[src/logic/dsc_pkg.sv]
// Shared constants and carrier types for the dual serial host/clocking block
package dsc_pkg;
    localparam int DSC_CHANNELS = 2;
    localparam int DSC_SYNC_STAGES = 2;
    localparam int DSC_RESET_CYCLES = 4;
    localparam int DSC_TC_WIDTH = 16;
    localparam int DSC_RX_DEPTH = 3;
    localparam logic [3:0] DSC_PTR_CMD0 = 4'h0;
    localparam logic [3:0] DSC_PTR_MIC = 4'h9;
    localparam logic [3:0] DSC_PTR_CLKMODE = 4'hB;
    localparam logic [3:0] DSC_PTR_TC_LO = 4'hC;
    localparam logic [3:0] DSC_PTR_TC_HI = 4'hD;
    localparam logic [1:0] DSC_MIC_RESET_CODE = 2'h3;
    localparam int DSC_MIC_RESET_LSB = 6;
    localparam int DSC_CLKMODE_XTAL_BIT = 7;
    localparam int DSC_CMD0_PTR_LSB = 0;
    localparam logic [2:0] DSC_CMD0_RESET_EXT = 3'h2;
    localparam int DSC_CMD0_CMD_LSB = 3;
    localparam logic [3:0] DSC_SAMPLE_COUNT = 4'h8;
    localparam logic [4:0] DSC_DIGITAL_PHASE_LOCKED_LOOP_FM_DIV = 5'h10;
    localparam logic [5:0] DSC_DIGITAL_PHASE_LOCKED_LOOP_NRZ_DIV = 6'h20;
    localparam logic [1:0] DSC_SRC_PIN = 2'h0;
    localparam logic [1:0] DSC_SRC_PCLK = 2'h1;
    localparam logic [1:0] DSC_SRC_XTAL = 2'h2;

    typedef struct packed {
        logic rx_req;
        logic tx_req;
    } dsc_dma_t;

    typedef struct packed {
        logic [DSC_TC_WIDTH-1:0] time_constant;
        logic [1:0] clk_src;
        logic xtal_en;
    } dsc_clkcfg_t;
endpackage

[src/logic/dsc_host_clk.sv]
// Host strobes, pointer, reset, DMA requests and clocking of a dual channel
`timescale 1ns/10ps
module dsc_host_clk
    import dsc_pkg::*;
#(
    parameter int CHANNELS = DSC_CHANNELS,
    parameter int RX_DEPTH = DSC_RX_DEPTH
) (
    // Clock and reset
    input wire logic i_clk,
    input wire logic i_sys_rst,
    // Host bus pins
    input wire logic i_address_strobe_n,
    input wire logic i_chip_sel_n,
    input wire logic i_write_n,
    input wire logic i_int_ack_n,
    input wire logic i_chan_b,
    input wire logic i_data_ctrl,
    input wire logic [7:0] i_data,
    // Channel events and serial clock pins
    input wire logic [CHANNELS-1:0] i_ext_status,
    input wire logic [CHANNELS-1:0] i_rx_tx_clock_pin,
    input wire logic [CHANNELS-1:0] i_xtal_clk,
    input wire logic [CHANNELS-1:0] i_rx_char,
    input wire logic [CHANNELS-1:0] i_rx_read,
    input wire logic [CHANNELS-1:0] i_dma_rx_want,
    input wire logic [CHANNELS-1:0] i_dma_tx_want,
    input wire logic [CHANNELS-1:0] i_digital_phase_locked_loop_fm,
    // Status and control outputs
    output logic [3:0] o_reg_ptr,
    output logic [7:0] o_wr_data,
    output logic o_wr_cmd0,
    output logic o_int_ack,
    output logic o_chip_rst,
    output dsc_dma_t [CHANNELS-1:0] o_dma,
    output logic [CHANNELS-1:0] o_interrupt_pending,
    output logic [CHANNELS-1:0] o_xtal_en,
    output logic [CHANNELS-1:0] o_sample,
    output logic [CHANNELS-1:0] o_rx_overrun,
    output logic [CHANNELS-1:0] o_digital_phase_locked_loop_max_hi
);
    localparam int NSYNC = 4 + 3 * CHANNELS;
    logic [NSYNC-1:0] sync1_reg, sync2_reg, sync3_reg;
    logic [NSYNC-1:0] raw;
    logic as_fall, wr_fall, wr_en, ack_now, soft_rst, rst_any;
    logic [CHANNELS-1:0] ext_s, pin_s, xtal_s;
    logic [CHANNELS-1:0] ext_latch_reg, ext_open_reg, ext_pend_reg;
    dsc_clkcfg_t [CHANNELS-1:0] cfg_reg;
    logic [1:0] rx_cnt_reg [CHANNELS];

    assign raw = {i_xtal_clk, i_rx_tx_clock_pin, i_ext_status,
                  i_int_ack_n, i_chip_sel_n, i_write_n, i_address_strobe_n};

    // Two-flop synchronisers, third stage only for edge detection
    always_ff @(posedge i_clk or posedge i_sys_rst) begin
        if (i_sys_rst) begin
            sync1_reg <= '1;
            sync2_reg <= '1;
            sync3_reg <= '1;
        end else begin
            sync1_reg <= raw;
            sync2_reg <= sync1_reg;
            sync3_reg <= sync2_reg;
        end
    end

    assign as_fall = !sync2_reg[0] && sync3_reg[0];
    // Combined select/write low edge; data pins assumed stable by then
    assign wr_en = !sync2_reg[1] && !sync2_reg[2];
    assign wr_fall = wr_en && !(!sync3_reg[1] && !sync3_reg[2]);
    assign ack_now = !sync2_reg[3];
    assign ext_s = sync2_reg[4 +: CHANNELS];
    assign pin_s = sync2_reg[4 + CHANNELS +: CHANNELS];
    assign xtal_s = sync2_reg[4 + 2 * CHANNELS +: CHANNELS];

    assign soft_rst = wr_fall && !i_data_ctrl && (o_reg_ptr == DSC_PTR_MIC)
        && (i_data[DSC_MIC_RESET_LSB +: 2] == DSC_MIC_RESET_CODE);
    assign rst_any = soft_rst || o_chip_rst;

    // Reset pulse held for a fixed number of clocks; clears itself
    logic [2:0] rst_cnt_reg;
    always_ff @(posedge i_clk or posedge i_sys_rst) begin
        if (i_sys_rst) begin
            rst_cnt_reg <= 3'(DSC_RESET_CYCLES);
            o_chip_rst <= 1'b1;
        end else if (soft_rst) begin
            rst_cnt_reg <= 3'(DSC_RESET_CYCLES);
            o_chip_rst <= 1'b1;
        end else if (rst_cnt_reg != 3'h0) begin
            rst_cnt_reg <= rst_cnt_reg - 3'h1;
            o_chip_rst <= (rst_cnt_reg != 3'h1);
        end else begin
            o_chip_rst <= 1'b0;
        end
    end

    // Shared pointer and write latch
    always_ff @(posedge i_clk or posedge i_sys_rst) begin
        if (i_sys_rst) begin
            o_reg_ptr <= DSC_PTR_CMD0;
            o_wr_data <= 8'h00;
            o_wr_cmd0 <= 1'b0;
        end else if (o_chip_rst) begin
            o_reg_ptr <= DSC_PTR_CMD0;
            o_wr_cmd0 <= 1'b0;
        end else begin
            o_wr_cmd0 <= 1'b0;
            if (wr_fall) begin
                o_wr_data <= i_data;
                if (i_data_ctrl) begin
                    o_reg_ptr <= DSC_PTR_CMD0;
                end else if (o_reg_ptr == DSC_PTR_CMD0) begin
                    o_wr_cmd0 <= 1'b1;
                    o_reg_ptr <= i_data[DSC_CMD0_PTR_LSB +: 4];
                end else begin
                    o_reg_ptr <= DSC_PTR_CMD0;
                end
            end
        end
    end

    always_ff @(posedge i_clk or posedge i_sys_rst) begin
        if (i_sys_rst) begin
            o_int_ack <= 1'b0;
        end else begin
            o_int_ack <= ack_now;
        end
    end

    genvar g;
    generate
        for (g = 0; g < CHANNELS; g++) begin : g_ch
            logic sel, reset_ext;
            assign sel = (i_chan_b == 1'(g));
            assign reset_ext = wr_fall && !i_data_ctrl && sel
                && (o_reg_ptr == DSC_PTR_CMD0)
                && (i_data[DSC_CMD0_CMD_LSB +: 3] == DSC_CMD0_RESET_EXT);

            always_ff @(posedge i_clk or posedge i_sys_rst) begin
                if (i_sys_rst) begin
                    cfg_reg[g] <= '0;
                end else if (wr_fall && !i_data_ctrl && sel) begin
                    case (o_reg_ptr)
                        DSC_PTR_CLKMODE: begin
                            cfg_reg[g].xtal_en <=
                                i_data[DSC_CLKMODE_XTAL_BIT];
                            cfg_reg[g].clk_src <= i_data[1:0];
                        end
                        DSC_PTR_TC_LO: cfg_reg[g].time_constant[7:0] <= i_data;
                        DSC_PTR_TC_HI: cfg_reg[g].time_constant[15:8] <= i_data;
                        default: cfg_reg[g] <= cfg_reg[g];
                    endcase
                end
            end

            // Ext/status latch reopened by reset command; pending on AS only
            always_ff @(posedge i_clk or posedge i_sys_rst) begin
                if (i_sys_rst) begin
                    ext_latch_reg[g] <= 1'b0;
                    ext_open_reg[g] <= 1'b1;
                    ext_pend_reg[g] <= 1'b0;
                    o_interrupt_pending[g] <= 1'b0;
                end else if (o_chip_rst) begin
                    ext_open_reg[g] <= 1'b1;
                    ext_pend_reg[g] <= 1'b0;
                    o_interrupt_pending[g] <= 1'b0;
                end else begin
                    if (ext_open_reg[g] && ext_s[g] != ext_latch_reg[g]) begin
                        ext_latch_reg[g] <= ext_s[g];
                        ext_open_reg[g] <= 1'b0;
                        ext_pend_reg[g] <= 1'b1;
                    end else if (reset_ext) begin
                        ext_open_reg[g] <= 1'b1;
                        ext_pend_reg[g] <= 1'b0;
                    end
                    if (as_fall) begin
                        o_interrupt_pending[g] <= ext_pend_reg[g];
                    end
                end
            end

            always_ff @(posedge i_clk or posedge i_sys_rst) begin
                if (i_sys_rst) begin
                    o_dma[g] <= '0;
                    o_xtal_en[g] <= 1'b0;
                    o_digital_phase_locked_loop_max_hi[g] <= 1'b0;
                end else begin
                    o_dma[g].rx_req <= i_dma_rx_want[g] && !o_chip_rst;
                    o_dma[g].tx_req <= i_dma_tx_want[g] && !o_chip_rst;
                    o_xtal_en[g] <= cfg_reg[g].xtal_en;
                    o_digital_phase_locked_loop_max_hi[g] <= i_digital_phase_locked_loop_fm[g];
                end
            end

            // Receive buffer fill count; overrun on arrival when full
            always_ff @(posedge i_clk or posedge i_sys_rst) begin
                if (i_sys_rst) begin
                    rx_cnt_reg[g] <= 2'h0;
                    o_rx_overrun[g] <= 1'b0;
                end else if (o_chip_rst) begin
                    rx_cnt_reg[g] <= 2'h0;
                    o_rx_overrun[g] <= 1'b0;
                end else begin
                    if (i_rx_char[g] && !i_rx_read[g]
                        && rx_cnt_reg[g] == 2'(RX_DEPTH)) begin
                        o_rx_overrun[g] <= 1'b1;
                    end
                    if (i_rx_char[g] && !i_rx_read[g]
                        && rx_cnt_reg[g] != 2'(RX_DEPTH)) begin
                        rx_cnt_reg[g] <= rx_cnt_reg[g] + 2'h1;
                    end else if (!i_rx_char[g] && i_rx_read[g]
                        && rx_cnt_reg[g] != 2'h0) begin
                        rx_cnt_reg[g] <= rx_cnt_reg[g] - 2'h1;
                    end
                end
            end

            dsc_brg #(.TC_WIDTH(DSC_TC_WIDTH)) u_brg (
                .i_clk(i_clk),
                .i_sys_rst(i_sys_rst),
                .i_soft_rst(o_chip_rst),
                .i_tc(cfg_reg[g].time_constant),
                .i_src(cfg_reg[g].clk_src),
                .i_pin_clk(pin_s[g]),
                .i_xtal_clk(xtal_s[g]),
                .o_tick(),
                .o_sample(o_sample[g])
            );

        end
    endgenerate
endmodule

[src/logic/dsc_brg.sv]
// Bit-rate generator for one channel with 16x mid-cell sample strobe
`timescale 1ns/10ps
module dsc_brg
    import dsc_pkg::*;
#(
    parameter int TC_WIDTH = DSC_TC_WIDTH
) (
    // Clock and reset
    input wire logic i_clk,
    input wire logic i_sys_rst,
    input wire logic i_soft_rst,
    // Configuration and clock sources
    input wire logic [TC_WIDTH-1:0] i_tc,
    input wire logic [1:0] i_src,
    input wire logic i_pin_clk,
    input wire logic i_xtal_clk,
    // Outputs
    output logic o_tick,
    output logic o_sample
);
    logic [TC_WIDTH-1:0] cnt_reg;
    logic [3:0] cell_reg;
    logic src_en;

    // Source levels are synchronous already; pick one as a count enable
    always_comb begin
        case (i_src)
            DSC_SRC_PIN: src_en = i_pin_clk;
            DSC_SRC_PCLK: src_en = 1'b1;
            DSC_SRC_XTAL: src_en = i_xtal_clk;
            default: src_en = 1'b0;
        endcase
    end

    always_ff @(posedge i_clk or posedge i_sys_rst) begin
        if (i_sys_rst) begin
            cnt_reg <= '0;
            o_tick <= 1'b0;
        end else if (i_soft_rst) begin
            cnt_reg <= i_tc;
            o_tick <= 1'b0;
        end else if (src_en) begin
            o_tick <= (cnt_reg == '0);
            if (cnt_reg == '0) begin
                cnt_reg <= i_tc;
            end else begin
                cnt_reg <= cnt_reg - 1'b1;
            end
        end else begin
            o_tick <= 1'b0;
        end
    end

    // Cell counter: 16 ticks per bit, sample at count 8
    always_ff @(posedge i_clk or posedge i_sys_rst) begin
        if (i_sys_rst) begin
            cell_reg <= '0;
            o_sample <= 1'b0;
        end else if (i_soft_rst) begin
            cell_reg <= '0;
            o_sample <= 1'b0;
        end else begin
            o_sample <= o_tick && (cell_reg == DSC_SAMPLE_COUNT);
            if (o_tick) begin
                cell_reg <= cell_reg + 4'h1;
            end
        end
    end
endmodule

[config.mk]
export PLATFORM = sky130hd
export DESIGN_NAME = dsc_host_clk
export DESIGN_NICKNAME = d
export VERILOG_FILES = /design/src/logic/dsc_pkg.sv /design/src/logic/dsc_host_clk.sv /design/src/logic/dsc_brg.sv
export SDC_FILE = /design/constraint.sdc
export NUM_CORES = 1
export LEC_CHECK = 0
export BUFFER_PORTS_ARGS = -buffer_cell sky130_fd_sc_hd__buf_2
export CELL_PAD_IN_SITES_DETAIL_PLACEMENT = 0
export CELL_PAD_IN_SITES_GLOBAL_PLACEMENT = 2
export CORE_MARGIN = 2
export CORE_UTILIZATION = 35
export DETAILED_ROUTE_END_ITERATION = 6
export PLACE_DENSITY = 0.71
export SYNTH_ARGS = -nofsm -noshare
export SYNTH_HDL_FRONTEND = slang
export SYNTH_HIERARCHICAL = 1
export SYNTH_SLANG_ARGS = --single-unit
[constraint.sdc]
create_clock -name i_clk -period 3.05 [get_ports i_clk]
set_input_delay 0.1525 -clock i_clk [delete_from_list [all_inputs] [get_ports i_clk]]
set_output_delay 0.1525 -clock i_clk [all_outputs]
set_load 0.01 [all_outputs]
# Word-level counts from Yosys, hierarchy flattened
# Cells that the tools add are included.
# totals
word_cells	205
regBits	145
out_inout_bits	29
inputBits	32
# classes
n_reduce_logical	74
bitwise	2
n_addsub	9
mux	56
eq_ne	19
# ops
op	n
16-bit two-way mux	6
16-bit zero test	2
1-bit two-way mux	32
4-bit two-way mux	8
16-bit by 1-bit subtractor with 16-bit output (second input constant)	2
1-bit logical AND	31
4-bit == test (second input constant)	6
2-bit nonzero test	11
2-bit AND reduction	9
3-bit nonzero test	5
1-bit zero test	13
2-bit two-way mux	6
2-bit == test (second input constant)	5
4-bit by 1-bit adder with 4-bit output (second input constant)	2
3-bit two-way mux	2
1-bit one-hot mux with 3 select lines	2
2-bit by 1-bit adder with 2-bit output (second input constant)	2
2-bit by 1-bit == test with 1-bit output (second input constant)	2
2-bit zero test	2
4-bit zero test	1
2-bit inequality test (second input constant)	2
2-bit by 1-bit subtractor with 2-bit output (second input constant)	2
3-bit by 2-bit == test with 1-bit output (second input constant)	1
3-bit by 1-bit inequality test with 1-bit output (second input constant)	1
other kinds (3)	5

# Depth between registers and ports, before layout
# depth
depth_word	11
ltp_mapped	8
depth_no_buf	7

# Modules after synthesis
# The synthesis kept the hierarchy.
# modules_own_cells
module	area_each_um2	instances	cells_per_inst	seq_area_each_um2
dsc_host_clk	3783.6	1	257	2561.2
dsc_brg	1392.6	2	161	550.5

# Least setup slack after synthesis
# No wires, ideal clock.
# synth_path
path_kind	register to register
from	register o_chip_rst
to	register g_ch[0].u_brg.cnt_reg[14]
path_buffers	2
arrival_time_ns	2.229
synth_period_minus_slack_ns	2.298
setup_slack_ns	0.752
required_time_ns	2.981
setup_time_ns	0.069
stages_incl_launch_ff	8
cell_sequence	dfstp_2 buf_2 inv_1 and3_1 clkbuf_1 or4_1 or4_1 nand3_1
# synth_between
elab_chain_cells	1
word_cells_on_any_way	2
classes_between	mux (1); reduce/logical (1)
# synth_lines
element	line_no	rtl
start, declared	dsc_host_clk.sv:34	output logic o_chip_rst,
start signal, assigned	dsc_host_clk.sv:91	o_chip_rst <= (rst_cnt_reg != 3'h1);
16-bit two-way mux / 2-bit nonzero test (equally long branches)	--	
end signal, assigned	dsc_brg.sv:40	cnt_reg <= i_tc;
end signal, assigned	dsc_brg.sv:45	cnt_reg <= i_tc;
end signal, assigned	dsc_brg.sv:47	cnt_reg <= cnt_reg - 1'b1;
end, declared	dsc_brg.sv:21	logic [TC_WIDTH-1:0] cnt_reg;
# Parallel ways exist; a longest one is shown, timed or not.
# A chain may end at the register's enable or synchronous reset.

# Worst setup path after layout
# layout_path
from	register g_ch[1].u_brg.cnt_reg[11]
to	register g_ch[1].u_brg.cnt_reg[8]
# layout_between
elab_chain_cells	4
# layout_lines
element	line_no	rtl
start, declared	dsc_brg.sv:21	
start signal, assigned	dsc_brg.sv:40	
start signal, assigned	dsc_brg.sv:45	
start signal, assigned	dsc_brg.sv:47	
16-bit zero test	dsc_brg.sv:44	if (cnt_reg == '0) begin
16-bit two-way mux	dsc_brg.sv:44	
16-bit two-way mux	dsc_brg.sv:42	end else if (src_en) begin
16-bit two-way mux	dsc_brg.sv:39	end else if (i_soft_rst) begin
# Every way passes these cells. The select of a mux whose other input is x is not followed.

==> impl_metrics.ini <==
[floorplanning]
core-area_sq_mm = 0.0186
die_h_um = 141
dieArea_sq_mm = 0.0199
fp.dieW_um = 141
io_pins = 61
rows = 50
initial_utilization_pct = 35.4

[drt]
num_vias = 4715
ant_nets = 0
post_drt_wl_per_cell_um = 16.9
drtIter0Drc = 238
wl_um = 15400
drt_drc_violations_left = 0
first_pass_iters = 4
vias_per_cell = 5.18

[critical_path]
cp.arrival_ns = 2.85
crit_type = reg -> reg
crit_path_start_kind = flop
worstSetupEndpointType = flop
required_ns = 3.35
worstPathMaxFanout = 16

[synthesis]
synth_cell_type_count = 54
synth_xor_xnor_area_share_pct = 1.33
synth_adder_area_share_pct = 2.10
netlist.area_leader.share_pct = 45.0
synthFlopType = dfrtp_1
yosys_warnings = 6
synth_compound_area_share_pct = 9.09
syn_nets = 622
ys_async_sr_fraction_pct = 100
ys_seq_area_share_pct = 55.8
synthCells = 579
synth_area_leaders = dfrtp_1 (45%), dfstp_2 (11%), mux2_2 (7.0%)
ys_ff_latch = 145
synth_top_family_by_area = simple AND/OR/NAND/NOR gates
yosysTopAreaCell = dfrtp_1
syn-cell-area_sq_mm = 0.00657
synthSimpleGateAreaFrac_pct = 17.4
synth_edf_count = 0
syn_avg_cell_area_sq_um = 11.3
synth.area.mux_share_pct = 11.4

[clock_network]
ctsHoldBuffers = 17
clkLatencyLatePin_ns = 0.42
post_cts_buffers = 0
cts_inserted_buffers = 17
path_clk_slew_ns = 0.06
root_buffer = clkbuf_16
tritoncts = yes
htreeDepth = 4
cts.path.max_buffers = 2
ctsResizeCount = 0
cts_sinks = 145

[timing]
finClkSkew_ns = 0.00807
setup-tns-final_ns = 0
drv_slew = 0
tightest_slew_ns = 1.02
max_freq_ghz = 0.393
setup_viol = 0
rsz0062_at_grt = false
hold_viol = 0
max_slew_margin_pct = 32.2
min_period_over_period_pct = 83.4
min_period_ns = 2.54

[final_layout]
drive_gt1_share_pct = 28.2
nNetsFinal = 707
areaGrowthSynthToFinish_pct = 20.2
fin_util_pct = 42.5
layout.cells.non_filler = 911
largest_register_ffs = 38
diodes = 0
fillers = 1755
multi_input_area_sq_mm = 0.00272
seqCellArea_sq_mm = 0.00366

[min_path]
min_path_type = in -> reg

[placement]
place_inst = 862
dp_hpwl_um = 10600
routabilityCongestion = 0.814
port-buffer-count = 60

[job]
cap_violations = 0

[global_route]
grt_pass1_vias = 4891
antenna_found_initial = 0
grt_overflow_total = 0
track_usage_pct = 16.4
grt_first_pass_wirelength_um = 25500
grt_max_degree = 61

[power_and_ir_drop]
finalPower_mw = 6.56
p_leak_nw = 3.67
vdd_ir_drop_max_mv = 0.420
p_per_area_mw_per_mm2 = 831

[run_status]
status = finished, final reports clean
cell usage in the layout, fill, tap and decap left out, types with 5 or more instances in the layout:
master,Yosys,layout
nand3_1,28,28
mux2i_1,17,17
inv_1,28,27
xor2_1,6,6
dfstp_2,27,27
nor2b_1,8,8
o21ai_0,21,21
ha_1,11,11
buf_4,0,6
clkinvlp_4,0,5
a2bb2oi_1,6,6
a22oi_1,10,10
nand2_1,46,46
mux2_2,41,41
mux2_4,8,8
dlygate4sd3_1,0,17
nor3_1,15,15
nor2_1,39,39
and3_1,6,6
nand4_1,6,6
buf_2,7,60
a21oi_1,17,17
nand2b_1,8,8
dfrtp_1,118,118
clkbuf_16,0,17
or4_1,13,13
nor4_1,10,10
report_power, final:
group,internal (mW),switching [mW]
Combinational,0.803,1.14
Sequential,2.28,0.308
Clock,1.18,0.847
Total,4.27,2.29
synthesized netlist by cell type, types with 4 or more instances:
cell type / instances
a21oi_1: 17
a22oi_1: 10
a2bb2oi_1: 6
and2_1: 4
and3_1: 6
buf_2: 7
clkbuf_1: 10
dfrtp_1: 118
dfstp_2: 27
ha_1: 11
inv_1: 28
mux2_2: 41
mux2_4: 8
mux2i_1: 17
nand2_1: 46
nand2b_1: 8
nand3_1: 28
nand3b_1: 4
nand4_1: 6
nand4b_1: 4
nor2_1: 39
nor2b_1: 8
nor3_1: 15
nor4_1: 10
o211ai_1: 4
o21ai_0: 21
o31a_1: 4
or2_1: 4
or2_2: 4
or4_1: 13
xnor2_1: 4
xor2_1: 6
metrics by stage:
step | hold slack, ns | cell area [sq um] | setup WS, ns
after floorplan | 0.142 | 6570 | 0.295
after global placement | 0.258 | 7150 | 0.556
after detailed placement | 0.259 | 7150 | 0.552
after CTS | 0.0396 | 7900 | 0.518
after global routing | 0.0592 | 7900 | 0.344
final | 0.0562 | 7900 | 0.507
critical path, stage by stage (launching register included):
cell and delay (ns):
dfrtp_1 0.41, or4_1 0.60, nor4_2 0.45, a21o_1 0.49, o21ai_0 0.16, a221o_1 0.31
layout make-up:
class	count	area share (%)
clock buffers	20	5.78
multi-input cells	388	34.4
well taps	234	3.71
inverters	28	1.36
repair buffers	84	6.78
clock inverters	12	1.55
flip-flops and latches	145	46.4
worst paths after layout:
path	startpoint	end	slack, ns	cells after the start
hold reg to reg	sync1_reg[5]$_DFF_PP1_	sync2_reg[5]$_DFF_PP1_	0.35	0
min in group asynchronous	i_sys_rst	o_wr_data[2]$_DFFE_PP0P_	0.43	3
hold / removal	i_rx_read[0]	rx_cnt_reg[3]$_DFFE_PP0P_	0.06	3
max in group asynchronous	i_sys_rst	sync1_reg[6]$_DFF_PP1_	1.85	4
setup reg to reg	g_ch[1].u_brg/cnt_reg[11]$_DFFE_PP0P_	g_ch[1].u_brg/cnt_reg[8]$_DFFE_PP0P_	0.51	5
setup / recovery	g_ch[1].u_brg/cnt_reg[11]$_DFFE_PP0P_	g_ch[1].u_brg/cnt_reg[8]$_DFFE_PP0P_	0.51	5
metal layers:
metal	wire length [um]	up-vias	global-route usage, %
met3	715	15	5.13
met2	7160	94	26.2
met4	174	0	4.74
li1	-	2248	-
met1	7390	2358	21.7
met5	0	-	0
cell families after synthesis:
logic type               after synthesis
AND/OR/NAND/NOR                      214
flip-flops                           145
AO/OA/AOI/OAI                         87
multiplexers                          66
buffers and inverters                 46
adder cells (fa/ha/maj)               11
XOR/XNOR                              10
No activity file was read; power rests on OpenSTA's default activity.
